`config.mk`:
```
export PLATFORM = sky130hd
export DESIGN_NAME = iapf_ctrl
export DESIGN_NICKNAME = d
export VERILOG_FILES = /design/src/verilog/iapf_pkg.sv /design/src/verilog/iapf_ctrl.sv
export SDC_FILE = /design/constraint.sdc
export NUM_CORES = 1
export LEC_CHECK = 0
export ABC_AREA = 1
export BUFFER_PORTS_ARGS = -buffer_cell sky130_fd_sc_hd__buf_2
export CORE_MARGIN = 5
export CORE_UTILIZATION = 54
export CTS_CLUSTER_DIAMETER = 200
export DETAILED_ROUTE_END_ITERATION = 10
export GPL_TIMING_DRIVEN = 1
export PLACE_DENSITY = 0.77
export SYNTH_ARGS = -nofsm -noshare
export SYNTH_HDL_FRONTEND = slang
export SYNTH_SLANG_ARGS = --single-unit
```
`constraint.sdc`:
```
create_clock -name clk_sys -period 2.36 [get_ports clk_sys]
set_clock_uncertainty 0.2 [all_clocks]
set_input_delay 0.236 -clock clk_sys [delete_from_list [all_inputs] [get_ports clk_sys]]
set_output_delay 0.236 -clock clk_sys [all_outputs]
set_load 0.05 [all_outputs]
```
`src/verilog/iapf_pkg.sv`:
```
package iapf_pkg;

  // Register offsets on the plain register port.
  localparam logic [3:0] OFF_PIN_FN_ONE = 4'h0;
  localparam logic [3:0] OFF_PIN_FN_TWO = 4'h1;
  localparam logic [3:0] OFF_WAKE_FN = 4'h2;
  localparam logic [3:0] OFF_EDGE_POL = 4'h3;
  localparam logic [3:0] OFF_ENABLE_ONE = 4'h4;
  localparam logic [3:0] OFF_REQ_ONE = 4'h5;
  localparam logic [3:0] OFF_WAKE_REQ = 4'h6;
  localparam logic [3:0] OFF_CPU_FLAG = 4'h7;

  // Field positions.
  localparam int WAKE_EN_BIT = 5;
  localparam int MASK_BIT = 7;
  localparam int NUM_EXT = 5;
  localparam int NUM_WAKE = 8;

  // Values after reset.
  localparam logic [7:0] RST_REG = 8'h00;
  localparam logic [7:0] RST_CPU_FLAG = 8'h80;
  localparam logic [12:0] RST_PIN_LVL = 13'h1FFF;

  // Vector numbers, in priority order from highest to lowest.
  localparam logic [3:0] VEC_EXT0 = 4'h4;
  localparam logic [3:0] VEC_WAKE = 4'h9;

  // Entry phase lengths in states, zero standing for four; one state is one clk_sys cycle.
  localparam logic [1:0] LEN_PUSH_WORD = 2'h2;
  localparam logic [1:0] LEN_VECTOR = 2'h2;
  localparam logic [1:0] LEN_FETCH = 2'h0;
  localparam logic [1:0] LEN_INTERNAL = 2'h0;
  localparam logic [15:0] WORD_BYTES = 16'h0002;

  typedef enum logic [5:0] {
    IAPF_IDLE = 6'h01,
    IAPF_PUSH_PC = 6'h02,
    IAPF_PUSH_FLAG = 6'h04,
    IAPF_VECTOR = 6'h08,
    IAPF_FETCH = 6'h10,
    IAPF_INTERNAL = 6'h20
  } iapf_state_t;

  // Memory request toward the core's bus; words only.
  typedef struct packed {
    logic we;
    logic rd;
    logic [15:0] addr;
    logic [15:0] wdata;
  } iapf_mem_t;

endpackage
```
`src/verilog/iapf_ctrl.sv`:
```
`timescale 1ns/1ns
module iapf_ctrl (
  input wire logic clk_sys,
  input wire logic srst,
  input wire logic [3:0] reg_addr,
  input wire logic [7:0] reg_wdata,
  input wire logic reg_wr,
  input wire logic reg_rd,
  output logic [7:0] reg_rdata,
  input wire logic [4:0] ext_edge_input_n,
  input wire logic [7:0] wake_input_n,
  input wire logic instr_done,
  input wire logic [15:0] resume_pc,
  input wire logic [7:0] cpu_flags,
  input wire logic [15:0] stack_ptr,
  input wire logic rte_done,
  input wire logic [15:0] rte_word,
  input wire logic [15:0] mem_rdata,
  output iapf_pkg::iapf_mem_t mem_bus,
  output logic cpu_hold,
  output logic cpu_mask,
  output logic [7:0] restored_flags,
  output logic [15:0] new_sp,
  output logic handler_go,
  output logic [15:0] handler_pc
);

  ////////////////////////////////////////////////////////////////////////////////
  // Registers and declarations.

  logic [7:0] pin_function_reg_one;
  logic [7:0] pin_function_reg_two;
  logic [7:0] wake_pin_function_reg;
  logic [7:0] edge_polarity_reg;
  logic [7:0] enable_reg_one;
  logic [4:0] request_flags_reg_one;
  logic [7:0] wake_request_flags_reg;
  logic [12:0] pin_s1;
  logic [12:0] pin_s2;
  logic [12:0] pin_s3;
  logic [12:0] pin_lvl;
  logic [12:0] eff_prev;
  logic [12:0] eff_now;
  logic [4:0] ext_fn;
  logic [4:0] ext_set;
  logic [7:0] wake_set;
  logic [5:0] pending;
  logic [1:0] guard;
  logic accept;
  logic [3:0] vec_num;
  logic [7:0] saved_flags;
  logic [15:0] saved_pc;
  logic [1:0] cnt;
  logic phase_end;
  iapf_pkg::iapf_state_t state;
  iapf_pkg::iapf_state_t next_state;
  iapf_pkg::iapf_mem_t next_mem;

  // Flag update: a written zero clears, a written one does nothing, and a set
  // arriving in the same cycle wins over the clear.
  function automatic logic [7:0] flag_update(input logic [7:0] old, input logic [7:0] set,
                                             input logic clr_en, input logic [7:0] wdata);
    logic [7:0] kept;
    kept = clr_en ? (old & wdata) : old;
    return kept | set;
  endfunction

  // Vector of the highest-priority pending source; wake inputs come last.
  function automatic logic [3:0] pick_vector(input logic [5:0] pend);
    logic [3:0] v;
    v = iapf_pkg::VEC_WAKE;
    for (int i = iapf_pkg::NUM_EXT - 1; i >= 0; i--) begin
      if (pend[i]) begin
        v = iapf_pkg::VEC_EXT0 + 4'(i);
      end
    end
    return v;
  endfunction

  ////////////////////////////////////////////////////////////////////////////////
  // Pin synchronisers. A level counts once the second and third stage agree,
  // so a single-cycle glitch near the sampling edge cannot make an edge.

  always_ff @(posedge clk_sys) begin
    if (srst) begin
      pin_s1 <= iapf_pkg::RST_PIN_LVL;
      pin_s2 <= iapf_pkg::RST_PIN_LVL;
      pin_s3 <= iapf_pkg::RST_PIN_LVL;
      pin_lvl <= iapf_pkg::RST_PIN_LVL;
    end else begin
      pin_s1 <= {wake_input_n, ext_edge_input_n};
      pin_s2 <= pin_s1;
      pin_s3 <= pin_s2;
      pin_lvl <= (pin_s2 & ~(pin_s2 ^ pin_s3)) | (pin_lvl & (pin_s2 ^ pin_s3));
    end
  end

  // A pin whose function is off looks high to the detector, so switching the
  // function while the pin is low is itself an edge.
  assign ext_fn = {pin_function_reg_two[4], pin_function_reg_one[3:1], pin_function_reg_two[0]};
  assign eff_now = pin_lvl | ~{wake_pin_function_reg, ext_fn};

  always_ff @(posedge clk_sys) begin
    if (srst) begin
      eff_prev <= iapf_pkg::RST_PIN_LVL;
    end else begin
      eff_prev <= eff_now;
    end
  end

  // Edge select zero means falling, one means rising.
  always_comb begin
    for (int i = 0; i < iapf_pkg::NUM_EXT; i++) begin
      ext_set[i] = edge_polarity_reg[i] ? (~eff_prev[i] & eff_now[i]) : (eff_prev[i] & ~eff_now[i]);
    end
    wake_set = eff_prev[12:5] & ~eff_now[12:5];
  end

  ////////////////////////////////////////////////////////////////////////////////
  // Configuration registers.

  always_ff @(posedge clk_sys) begin
    if (srst) begin
      pin_function_reg_one <= iapf_pkg::RST_REG;
      pin_function_reg_two <= iapf_pkg::RST_REG;
      wake_pin_function_reg <= iapf_pkg::RST_REG;
      edge_polarity_reg <= iapf_pkg::RST_REG;
      enable_reg_one <= iapf_pkg::RST_REG;
    end else if (reg_wr) begin
      unique case (reg_addr)
        iapf_pkg::OFF_PIN_FN_ONE: pin_function_reg_one <= reg_wdata;
        iapf_pkg::OFF_PIN_FN_TWO: pin_function_reg_two <= reg_wdata;
        iapf_pkg::OFF_WAKE_FN: wake_pin_function_reg <= reg_wdata;
        iapf_pkg::OFF_EDGE_POL: edge_polarity_reg <= reg_wdata;
        iapf_pkg::OFF_ENABLE_ONE: enable_reg_one <= reg_wdata;
        default: ;
      endcase
    end
  end

  // Guard against clearing flags in the instruction right after a pin function
  // write: the write's own boundary and the next one must pass first.
  always_ff @(posedge clk_sys) begin
    if (srst) begin
      guard <= 2'h0;
    end else if (reg_wr && (reg_addr == iapf_pkg::OFF_PIN_FN_ONE || reg_addr == iapf_pkg::OFF_PIN_FN_TWO ||
                            reg_addr == iapf_pkg::OFF_WAKE_FN)) begin
      guard <= 2'h2;
    end else if (instr_done && guard != 2'h0) begin
      guard <= guard - 2'h1;
    end
  end

  ////////////////////////////////////////////////////////////////////////////////
  // Request flags. Acceptance never touches them; only software zeros clear.

  always_ff @(posedge clk_sys) begin
    if (srst) begin
      request_flags_reg_one <= 5'h00;
      wake_request_flags_reg <= iapf_pkg::RST_REG;
    end else begin
      request_flags_reg_one <= 5'(flag_update({3'h0, request_flags_reg_one}, {3'h0, ext_set},
                                   reg_wr && reg_addr == iapf_pkg::OFF_REQ_ONE && guard == 2'h0,
                                   reg_wdata));
      wake_request_flags_reg <= flag_update(wake_request_flags_reg, wake_set,
                                            reg_wr && reg_addr == iapf_pkg::OFF_WAKE_REQ && guard == 2'h0,
                                            reg_wdata);
    end
  end

  // Only enabled sources reach the selector; wake inputs share one enable.
  assign pending = {|wake_request_flags_reg & enable_reg_one[iapf_pkg::WAKE_EN_BIT],
                    request_flags_reg_one & enable_reg_one[4:0]};

  // Acceptance looks at an instruction boundary, an idle sequencer, an open mask and a pending source.
  assign accept = instr_done && state == iapf_pkg::IAPF_IDLE && !cpu_mask && pending != 6'h00;

  ////////////////////////////////////////////////////////////////////////////////
  // Read port: data stand in the cycle after the read strobe.

  always_ff @(posedge clk_sys) begin
    if (srst) begin
      reg_rdata <= iapf_pkg::RST_REG;
    end else if (reg_rd) begin
      unique case (reg_addr)
        iapf_pkg::OFF_PIN_FN_ONE: reg_rdata <= pin_function_reg_one;
        iapf_pkg::OFF_PIN_FN_TWO: reg_rdata <= pin_function_reg_two;
        iapf_pkg::OFF_WAKE_FN: reg_rdata <= wake_pin_function_reg;
        iapf_pkg::OFF_EDGE_POL: reg_rdata <= edge_polarity_reg;
        iapf_pkg::OFF_ENABLE_ONE: reg_rdata <= enable_reg_one;
        iapf_pkg::OFF_REQ_ONE: reg_rdata <= {3'h0, request_flags_reg_one};
        iapf_pkg::OFF_WAKE_REQ: reg_rdata <= wake_request_flags_reg;
        iapf_pkg::OFF_CPU_FLAG: reg_rdata <= {cpu_mask, 7'h00};
        default: reg_rdata <= iapf_pkg::RST_REG;
      endcase
    end else begin
      reg_rdata <= iapf_pkg::RST_REG;
    end
  end

  ////////////////////////////////////////////////////////////////////////////////
  // Mask bit: set on acceptance, written by software, reloaded on return.

  always_ff @(posedge clk_sys) begin
    if (srst) begin
      cpu_mask <= iapf_pkg::RST_CPU_FLAG[iapf_pkg::MASK_BIT];
    end else if (accept) begin
      cpu_mask <= 1'b1;
    end else if (rte_done) begin
      cpu_mask <= rte_word[8 + iapf_pkg::MASK_BIT];
    end else if (reg_wr && reg_addr == iapf_pkg::OFF_CPU_FLAG) begin
      cpu_mask <= reg_wdata[iapf_pkg::MASK_BIT];
    end
  end

  // On return the even-address byte is the upper half; the odd byte is dropped.
  always_ff @(posedge clk_sys) begin
    if (srst) begin
      restored_flags <= iapf_pkg::RST_CPU_FLAG;
    end else if (rte_done) begin
      restored_flags <= rte_word[15:8];
    end
  end

  ////////////////////////////////////////////////////////////////////////////////
  // Entry sequencer. One state per clk_sys cycle; the phase lengths are the
  // fixed entry budget, so the entry always takes the same fourteen states.

  always_ff @(posedge clk_sys) begin
    if (srst) begin
      vec_num <= iapf_pkg::VEC_WAKE;
      saved_flags <= iapf_pkg::RST_REG;
      saved_pc <= 16'h0000;
    end else if (accept) begin
      vec_num <= pick_vector(pending);
      saved_flags <= cpu_flags;
      saved_pc <= resume_pc;
    end
  end

  always_comb begin
    unique case (state)
      iapf_pkg::IAPF_PUSH_PC, iapf_pkg::IAPF_PUSH_FLAG: phase_end = cnt == iapf_pkg::LEN_PUSH_WORD - 2'h1;
      iapf_pkg::IAPF_VECTOR: phase_end = cnt == iapf_pkg::LEN_VECTOR - 2'h1;
      iapf_pkg::IAPF_FETCH: phase_end = cnt == iapf_pkg::LEN_FETCH - 2'h1;
      iapf_pkg::IAPF_INTERNAL: phase_end = cnt == iapf_pkg::LEN_INTERNAL - 2'h1;
      default: phase_end = 1'b0;
    endcase
  end

  always_comb begin
    next_state = state;
    unique case (state)
      iapf_pkg::IAPF_IDLE: if (accept) next_state = iapf_pkg::IAPF_PUSH_PC;
      iapf_pkg::IAPF_PUSH_PC: if (phase_end) next_state = iapf_pkg::IAPF_PUSH_FLAG;
      iapf_pkg::IAPF_PUSH_FLAG: if (phase_end) next_state = iapf_pkg::IAPF_VECTOR;
      iapf_pkg::IAPF_VECTOR: if (phase_end) next_state = iapf_pkg::IAPF_FETCH;
      iapf_pkg::IAPF_FETCH: if (phase_end) next_state = iapf_pkg::IAPF_INTERNAL;
      iapf_pkg::IAPF_INTERNAL: if (phase_end) next_state = iapf_pkg::IAPF_IDLE;
      default: next_state = iapf_pkg::IAPF_IDLE;
    endcase
  end

  always_ff @(posedge clk_sys) begin
    if (srst) begin
      state <= iapf_pkg::IAPF_IDLE;
      cnt <= 2'h0;
    end else begin
      state <= next_state;
      cnt <= (next_state != state) ? 2'h0 : cnt + 2'h1;
    end
  end

  // Bus requests for the first cycle of the two push phases and the vector phase. Every access is a word and
  // bit zero of the address is forced low.
  always_comb begin
    next_mem = '0;
    if (cnt == 2'h0) begin
      unique case (state)
        iapf_pkg::IAPF_PUSH_PC: begin
          next_mem.we = 1'b1;
          next_mem.addr = (stack_ptr - iapf_pkg::WORD_BYTES) & 16'hFFFE;
          next_mem.wdata = saved_pc;
        end
        iapf_pkg::IAPF_PUSH_FLAG: begin
          next_mem.we = 1'b1;
          next_mem.addr = (stack_ptr - 16'(2 * iapf_pkg::WORD_BYTES)) & 16'hFFFE;
          next_mem.wdata = {saved_flags, saved_flags};
        end
        iapf_pkg::IAPF_VECTOR: begin
          next_mem.rd = 1'b1;
          next_mem.addr = {11'h000, vec_num, 1'b0};
        end
        default: ;
      endcase
    end
  end

  always_ff @(posedge clk_sys) begin
    if (srst) begin
      mem_bus <= '0;
    end else begin
      mem_bus <= next_mem;
    end
  end

  // Read data stand one cycle after the registered read, at the fetch start.
  always_ff @(posedge clk_sys) begin
    if (srst) begin
      handler_pc <= 16'h0000;
    end else if (state == iapf_pkg::IAPF_FETCH && cnt == 2'h0) begin
      handler_pc <= mem_rdata & 16'hFFFE;
    end
  end

  always_ff @(posedge clk_sys) begin
    if (srst) begin
      handler_go <= 1'b0;
      cpu_hold <= 1'b0;
      new_sp <= 16'h0000;
    end else begin
      handler_go <= state == iapf_pkg::IAPF_INTERNAL && phase_end;
      cpu_hold <= next_state != iapf_pkg::IAPF_IDLE;
      new_sp <= accept ? ((stack_ptr - 16'(2 * iapf_pkg::WORD_BYTES)) & 16'hFFFE) : new_sp;
    end
  end

  ////////////////////////////////////////////////////////////////////////////////
  // Checks.

  property p_mask_blocks;
    @(posedge clk_sys) disable iff (srst) cpu_mask |-> !accept;
  endproperty
  a_mask_blocks: assert property (p_mask_blocks) else $error("accepted while masked");

  property p_accept_masks;
    @(posedge clk_sys) disable iff (srst) accept |=> cpu_mask && cpu_hold;
  endproperty
  a_accept_masks: assert property (p_accept_masks) else $error("mask not set on accept");

  property p_entry_time;
    @(posedge clk_sys) disable iff (srst) accept |-> ##15 handler_go;
  endproperty
  a_entry_time: assert property (p_entry_time) else $error("entry length wrong");

  property p_word_align;
    @(posedge clk_sys) disable iff (srst) (mem_bus.we || mem_bus.rd) |-> !mem_bus.addr[0];
  endproperty
  a_word_align: assert property (p_word_align) else $error("odd word address");

  property p_flag_word;
    @(posedge clk_sys) disable iff (srst)
      accept |-> ##4 (mem_bus.we && mem_bus.wdata[15:8] == mem_bus.wdata[7:0] && mem_bus.wdata[7:0] == saved_flags);
  endproperty
  a_flag_word: assert property (p_flag_word) else $error("flags not stacked as word");

  property p_pc_push;
    @(posedge clk_sys) disable iff (srst) accept |-> ##2 (mem_bus.we && mem_bus.wdata == $past(resume_pc, 2));
  endproperty
  a_pc_push: assert property (p_pc_push) else $error("wrong counter stacked");

  property p_guard_clear;
    @(posedge clk_sys) disable iff (srst)
      (reg_wr && reg_addr == iapf_pkg::OFF_REQ_ONE && guard != 2'h0)
      |=> (request_flags_reg_one & $past(request_flags_reg_one)) == $past(request_flags_reg_one);
  endproperty
  a_guard_clear: assert property (p_guard_clear) else $error("guarded clear took effect");

  property p_no_auto_clear;
    @(posedge clk_sys) disable iff (srst)
      (accept && !reg_wr) |=> (request_flags_reg_one & $past(request_flags_reg_one)) == $past(request_flags_reg_one);
  endproperty
  a_no_auto_clear: assert property (p_no_auto_clear) else $error("flag cleared by accept");

  property p_top_priority;
    @(posedge clk_sys) disable iff (srst) (accept && pending[0]) |=> vec_num == iapf_pkg::VEC_EXT0;
  endproperty
  a_top_priority: assert property (p_top_priority) else $error("priority order wrong");

  property p_rte_even;
    @(posedge clk_sys) disable iff (srst) rte_done |=> restored_flags == $past(rte_word[15:8]);
  endproperty
  a_rte_even: assert property (p_rte_even) else $error("odd byte restored");

endmodule

```
# Yosys cells after proc, flatten, opt, wreduce, memory -nomap -nowiden
# Cells that the tools add are included.
# word_totals
ff_bits,239
input_bits,103
out_inout_bits,85
# classes
n_addsub,4
eq_ne,17
muxes,29
bitwise,37
n_reduce_logical,36
# op_table
op,count
8-bit case mux with 8 select lines,1
16-bit case mux with 3 select lines,1
6-bit two-way mux,6
6-bit case mux with 6 select lines,1
16-bit case mux with 2 select lines,1
13-bit AND,2
13-bit inverter,2
13-bit bitwise OR,2
8-bit AND,2
4-bit by 3-bit == test with 1-bit output (second input constant),4
4-bit two-way mux,4
16-bit by 2-bit subtractor with 16-bit output (second input constant),1
16-bit by 3-bit subtractor with 16-bit output (second input constant),1
2-bit OR reduction,7
13-bit bitwise XOR,1
1-bit logical AND,12
1-bit inverter,12
1-bit AND,11
5-bit AND,2
1-bit two-way mux,10
2-bit AND reduction,5
4-bit by 2-bit == test with 1-bit output (second input constant),2
8-bit two-way mux,1
8-bit inverter,1
26 further kinds,31

# Logic depth before layout (Yosys ltp)
# logic_depth
word_depth,8
ltp_mapped,13

# Worst setup path after synthesis
# OpenSTA, ideal clock, no wires.
# synth_path
path_kind,reg-to-reg
from,reg cpu_mask
to,reg saved_flags[0]
setup_ns,0.116
t_arrival_ns,1.501
required_time_ns,2.044
setup_slack_ns,0.543
stages_incl_launch_ff,8
path_buffers,2
period_less_slack_ns,1.817
path_cell_list,dfxtp_1 > or2_2 > nor2_1 > nand2_1 > buf_6 > clkbuf_1 > o21ai_0 > nor2_1
# synth_between
elab_chain_len,3
# synth_lines
element,line_no,rtl
"start, declared",iapf_ctrl.sv:21,"output logic cpu_mask,"
"start signal, assigned",iapf_ctrl.sv:206,cpu_mask <= iapf_pkg::RST_CPU_FLAG[iapf_pkg::MASK_BIT];
"start signal, assigned",iapf_ctrl.sv:210,cpu_mask <= rte_word[8 + iapf_pkg::MASK_BIT];
"start signal, assigned",iapf_ctrl.sv:212,cpu_mask <= reg_wdata[iapf_pkg::MASK_BIT];
1-bit zero test,iapf_ctrl.sv:176,assign accept = instr_done && state == iapf_pkg::IAPF_IDLE && !cpu_mask && pending != 6'h00;
1-bit logical AND (2 in series),iapf_ctrl.sv:176,
"end signal, assigned",iapf_ctrl.sv:232,saved_flags <= iapf_pkg::RST_REG;
"end signal, assigned",iapf_ctrl.sv:236,saved_flags <= cpu_flags;
"end, declared",iapf_ctrl.sv:51,logic [7:0] saved_flags;
# No other way between the ends.
# A chain may end at the register's enable or synchronous reset.

# Final worst setup path
# layout_path
from,in stack_ptr[7]
to,reg mem_bus[31] (netlist name)
# layout_between
elab_chain_len,2
elab_cells_between_ends,3
cone_classes,add/sub (2); mux (1)
# layout_lines
element,line_no,rtl
"start, declared",iapf_ctrl.sv:15,"input wire logic [15:0] stack_ptr,"
16-bit by 3-bit subtractor with 16-bit output / 16-bit by 2-bit subtractor with 16-bit output (equally long branches),"iapf_ctrl.sv:287, iapf_ctrl.sv:282",
16-bit case mux with 3 select lines (*),iapf_ctrl.sv:279,unique case (state)
"end signal, assigned",iapf_ctrl.sv:303,mem_bus <= next_mem;
"end, declared",iapf_ctrl.sv:19,"output iapf_pkg::iapf_mem_t mem_bus,"
# Every way passes the cells marked *; elsewhere a longest branch is shown, timed or not.

==> impl_results.md <==
* Initial antenna violation count at 3
* Largest regs: mem_bus (33), saved_pc (16)
* Routed via count at 8704
* Final min period at 2.23 ns
* Startpoint Class: input pin
* Initial Utilization at 54.9%
* Share of layout cells above drive strength 1 at 20.9%
* Vias in the first global route at 8418
* Synth Instances at 1161
* Hold Crit Class: in -> reg
* Tot GR Track Use at 24.9%
* Setup crit end kind: register
* WP data required at 2.60 ns
* Top-area cell type share of the netlist area at 52.3%
* Sequential area share after synthesis at 52.3%
* Leak pwr at 5.16 nW
* Crit path arrival time at 2.47 ns
* WL/cell at 15.1 um
* CTS tree: yes
* Yosys reg bits at 238
* Post-synth cell types at 40
* Final Hold Vio Count at 0
* Max Freq at 449 MHz
* Reg with most FFs: mem_bus
* CP max FO at 4
* Die height at 140 um
* Die Width at 140 um
* Top_reg_cell synth: dfxtp_1
* Syn. warnings at 0
* Root buffer cell: clkbuf_16
* Top post-synthesis cells by area: dfxtp_1, o21ai_0, nor2_1, nand2_1, a21oi_1
* Mapped Area at 9110 um^2
* Antenna Nets Post-Route at 0
* Final setup violation count at 0
* EDFF count, synth at 0
* CTS Buf Count at 25
* Mean post-synth cell area at 7.84 um^2
* Maxcap violations at 0
* CTS H-tree lvls at 1
* Largest register FFs at 33
* Fin crit share at 94.4%
* Synth-to-Final Area Change at 32.6%
* Slew margin rel. at 65.4%
* Buffers on Ports at 174
* Number of DRC markers in iteration 0 at 541
* P per Cell Area at 710 nW/um^2
* Nets at 1546
* Largest net degree at the start of global routing at 77
* Final Power at 8.57 mW
* Max rail drop VDD at 0.000805 V
* Crit path kind: in -> reg
* Final instance area at 12100 um^2
* Tightest Pin Transition at 0.518 ns
* DR pass1 iterations at 5
* Most common cell in the netlist: dfxtp_1
* Clock Sink Count at 238
* Worst-path clk slew at 0.06 ns
* Max clock buf depth at 3
* Detailed Route WL at 25400 um
* Row count at 47
* Clock insertion delay at the later pin of the skew report at 0.52 ns
* Ys async rst share at 0%
* Grt total ovfl at 0
* Top Ports at 188
* Core area at 16600 um^2
* Status: completed
* Final Max Tran Viols at 0
* Routability cong. at 0.937
* Top cell type by total area after synthesis: dfxtp_1
* First-pass GRT wire length at 41000 um
* Most common library cells after synthesis: dfxtp_1, nor2_1, o21ai_0
* Placed cell area at 10200 um^2
* Hpwl dp at 16300 um
* DR DRC count at 0
* DR vias/cell at 5.19
* Die area at 19600 um^2
-- per-stage QoR --
step                std cells  TNS, ns  util [%]  setup WS, ns  hold slack, ns
floorplan                1163        0         -         0.543           0.126
global placement         1528        0      61.5       0.00668           0.189
detailed placement       1528        0      61.5        0.0141           0.193
CTS                      1675        0      72.6        0.0258         0.00395
global route             1678  -0.0204      72.8       -0.0204          0.0651
finish                   1678        0      72.8         0.132          0.0353
-- power by group --
group | internal [mW] | switching, mW | total [mW]
clock network | 2.25 | 1.60 | 3.85
logic | 0.272 | 0.348 | 0.620
registers | 4.08 | 0.0276 | 4.11
total | 6.60 | 1.98 | 8.57
-- metal layers --
| layer | track usage [%] | wire, um | up-vias |
|---|---|---|---|
| met1 | 30.9 | 10500 | 3992 |
| met5 | 0 | 27 | - |
| li1 | - | - | 4336 |
| met4 | 8.67 | 850 | 4 |
| met2 | 43.5 | 12400 | 296 |
| met3 | 4.60 | 1620 | 76 |
-- final timing paths --
kind	startpoint	end	slack, ns	cells after the start
max reg2reg	cnt[0]	mem_bus[23]	0.14	10
min reg2reg	pin_s1[10]	pin_s2[10]	0.20	1
max	stack_ptr[7]	mem_bus[31]	0.13	10
min	reg_addr[3]	edge_polarity_reg[7]	0.04	6
-- logic make-up after synthesis --
logic type	Yosys count	share of synthesized area (%)
other	1	0.0412
buffers and inverters	170	7.36
AND/OR/NAND/NOR	446	21.3
AO/OA/AOI/OAI	284	16.7
XOR/XNOR	16	1.54
adder cells (fa/ha/maj)	6	0.797
flip-flops	238	52.3
-- final cells by class --
type / count / area, um^2
multi-input combinational: 755 / 3700
sequential: 238 / 4760
fill: 1279 / 4510
clock inverter: 16 / 151
inverter: 121 / 457
tap: 220 / 275
clock buffer: 30 / 664
timing repair buffer: 297 / 2060
antenna: 1 / 2.50
-- what timing repair did --
action,in CTS,in global routing
pin swaps,0,1
hold buffers,101,0
resized for setup,1,5
endpoints found under the hold margin,140,0
endpoints found under the setup margin,1,1
buffers inserted,0,2
gates cloned,0,0
-- worst max-delay path, cell delays in order --
cell	delay (ns)
dlygate4sd3_1	0.56
buf_2	0.15
nor2_1	0.21
nand2_1	0.18
nor4_4	0.22
nand2_1	0.09
nand2_1	0.07
nand3_1	0.06
dlygate4sd3_1	0.56
a21oi_1	0.14
-- layout by cell type (no fill, tap or decap), types with 25 or more instances in the layout --
| cell type | Yosys | routed |
|---|---|---|
| dlygate4sd3_1 | 0 | 101 |
| inv_1 | 117 | 115 |
| buf_2 | 11 | 174 |
| or2_2 | 41 | 41 |
| dfxtp_1 | 238 | 238 |
| a21oi_1 | 98 | 98 |
| clkbuf_16 | 0 | 25 |
| o21ai_0 | 149 | 149 |
| nand3_1 | 50 | 50 |
| nand2_1 | 140 | 140 |
| nor2_1 | 185 | 185 |
(Power assumes the default switching activity.)
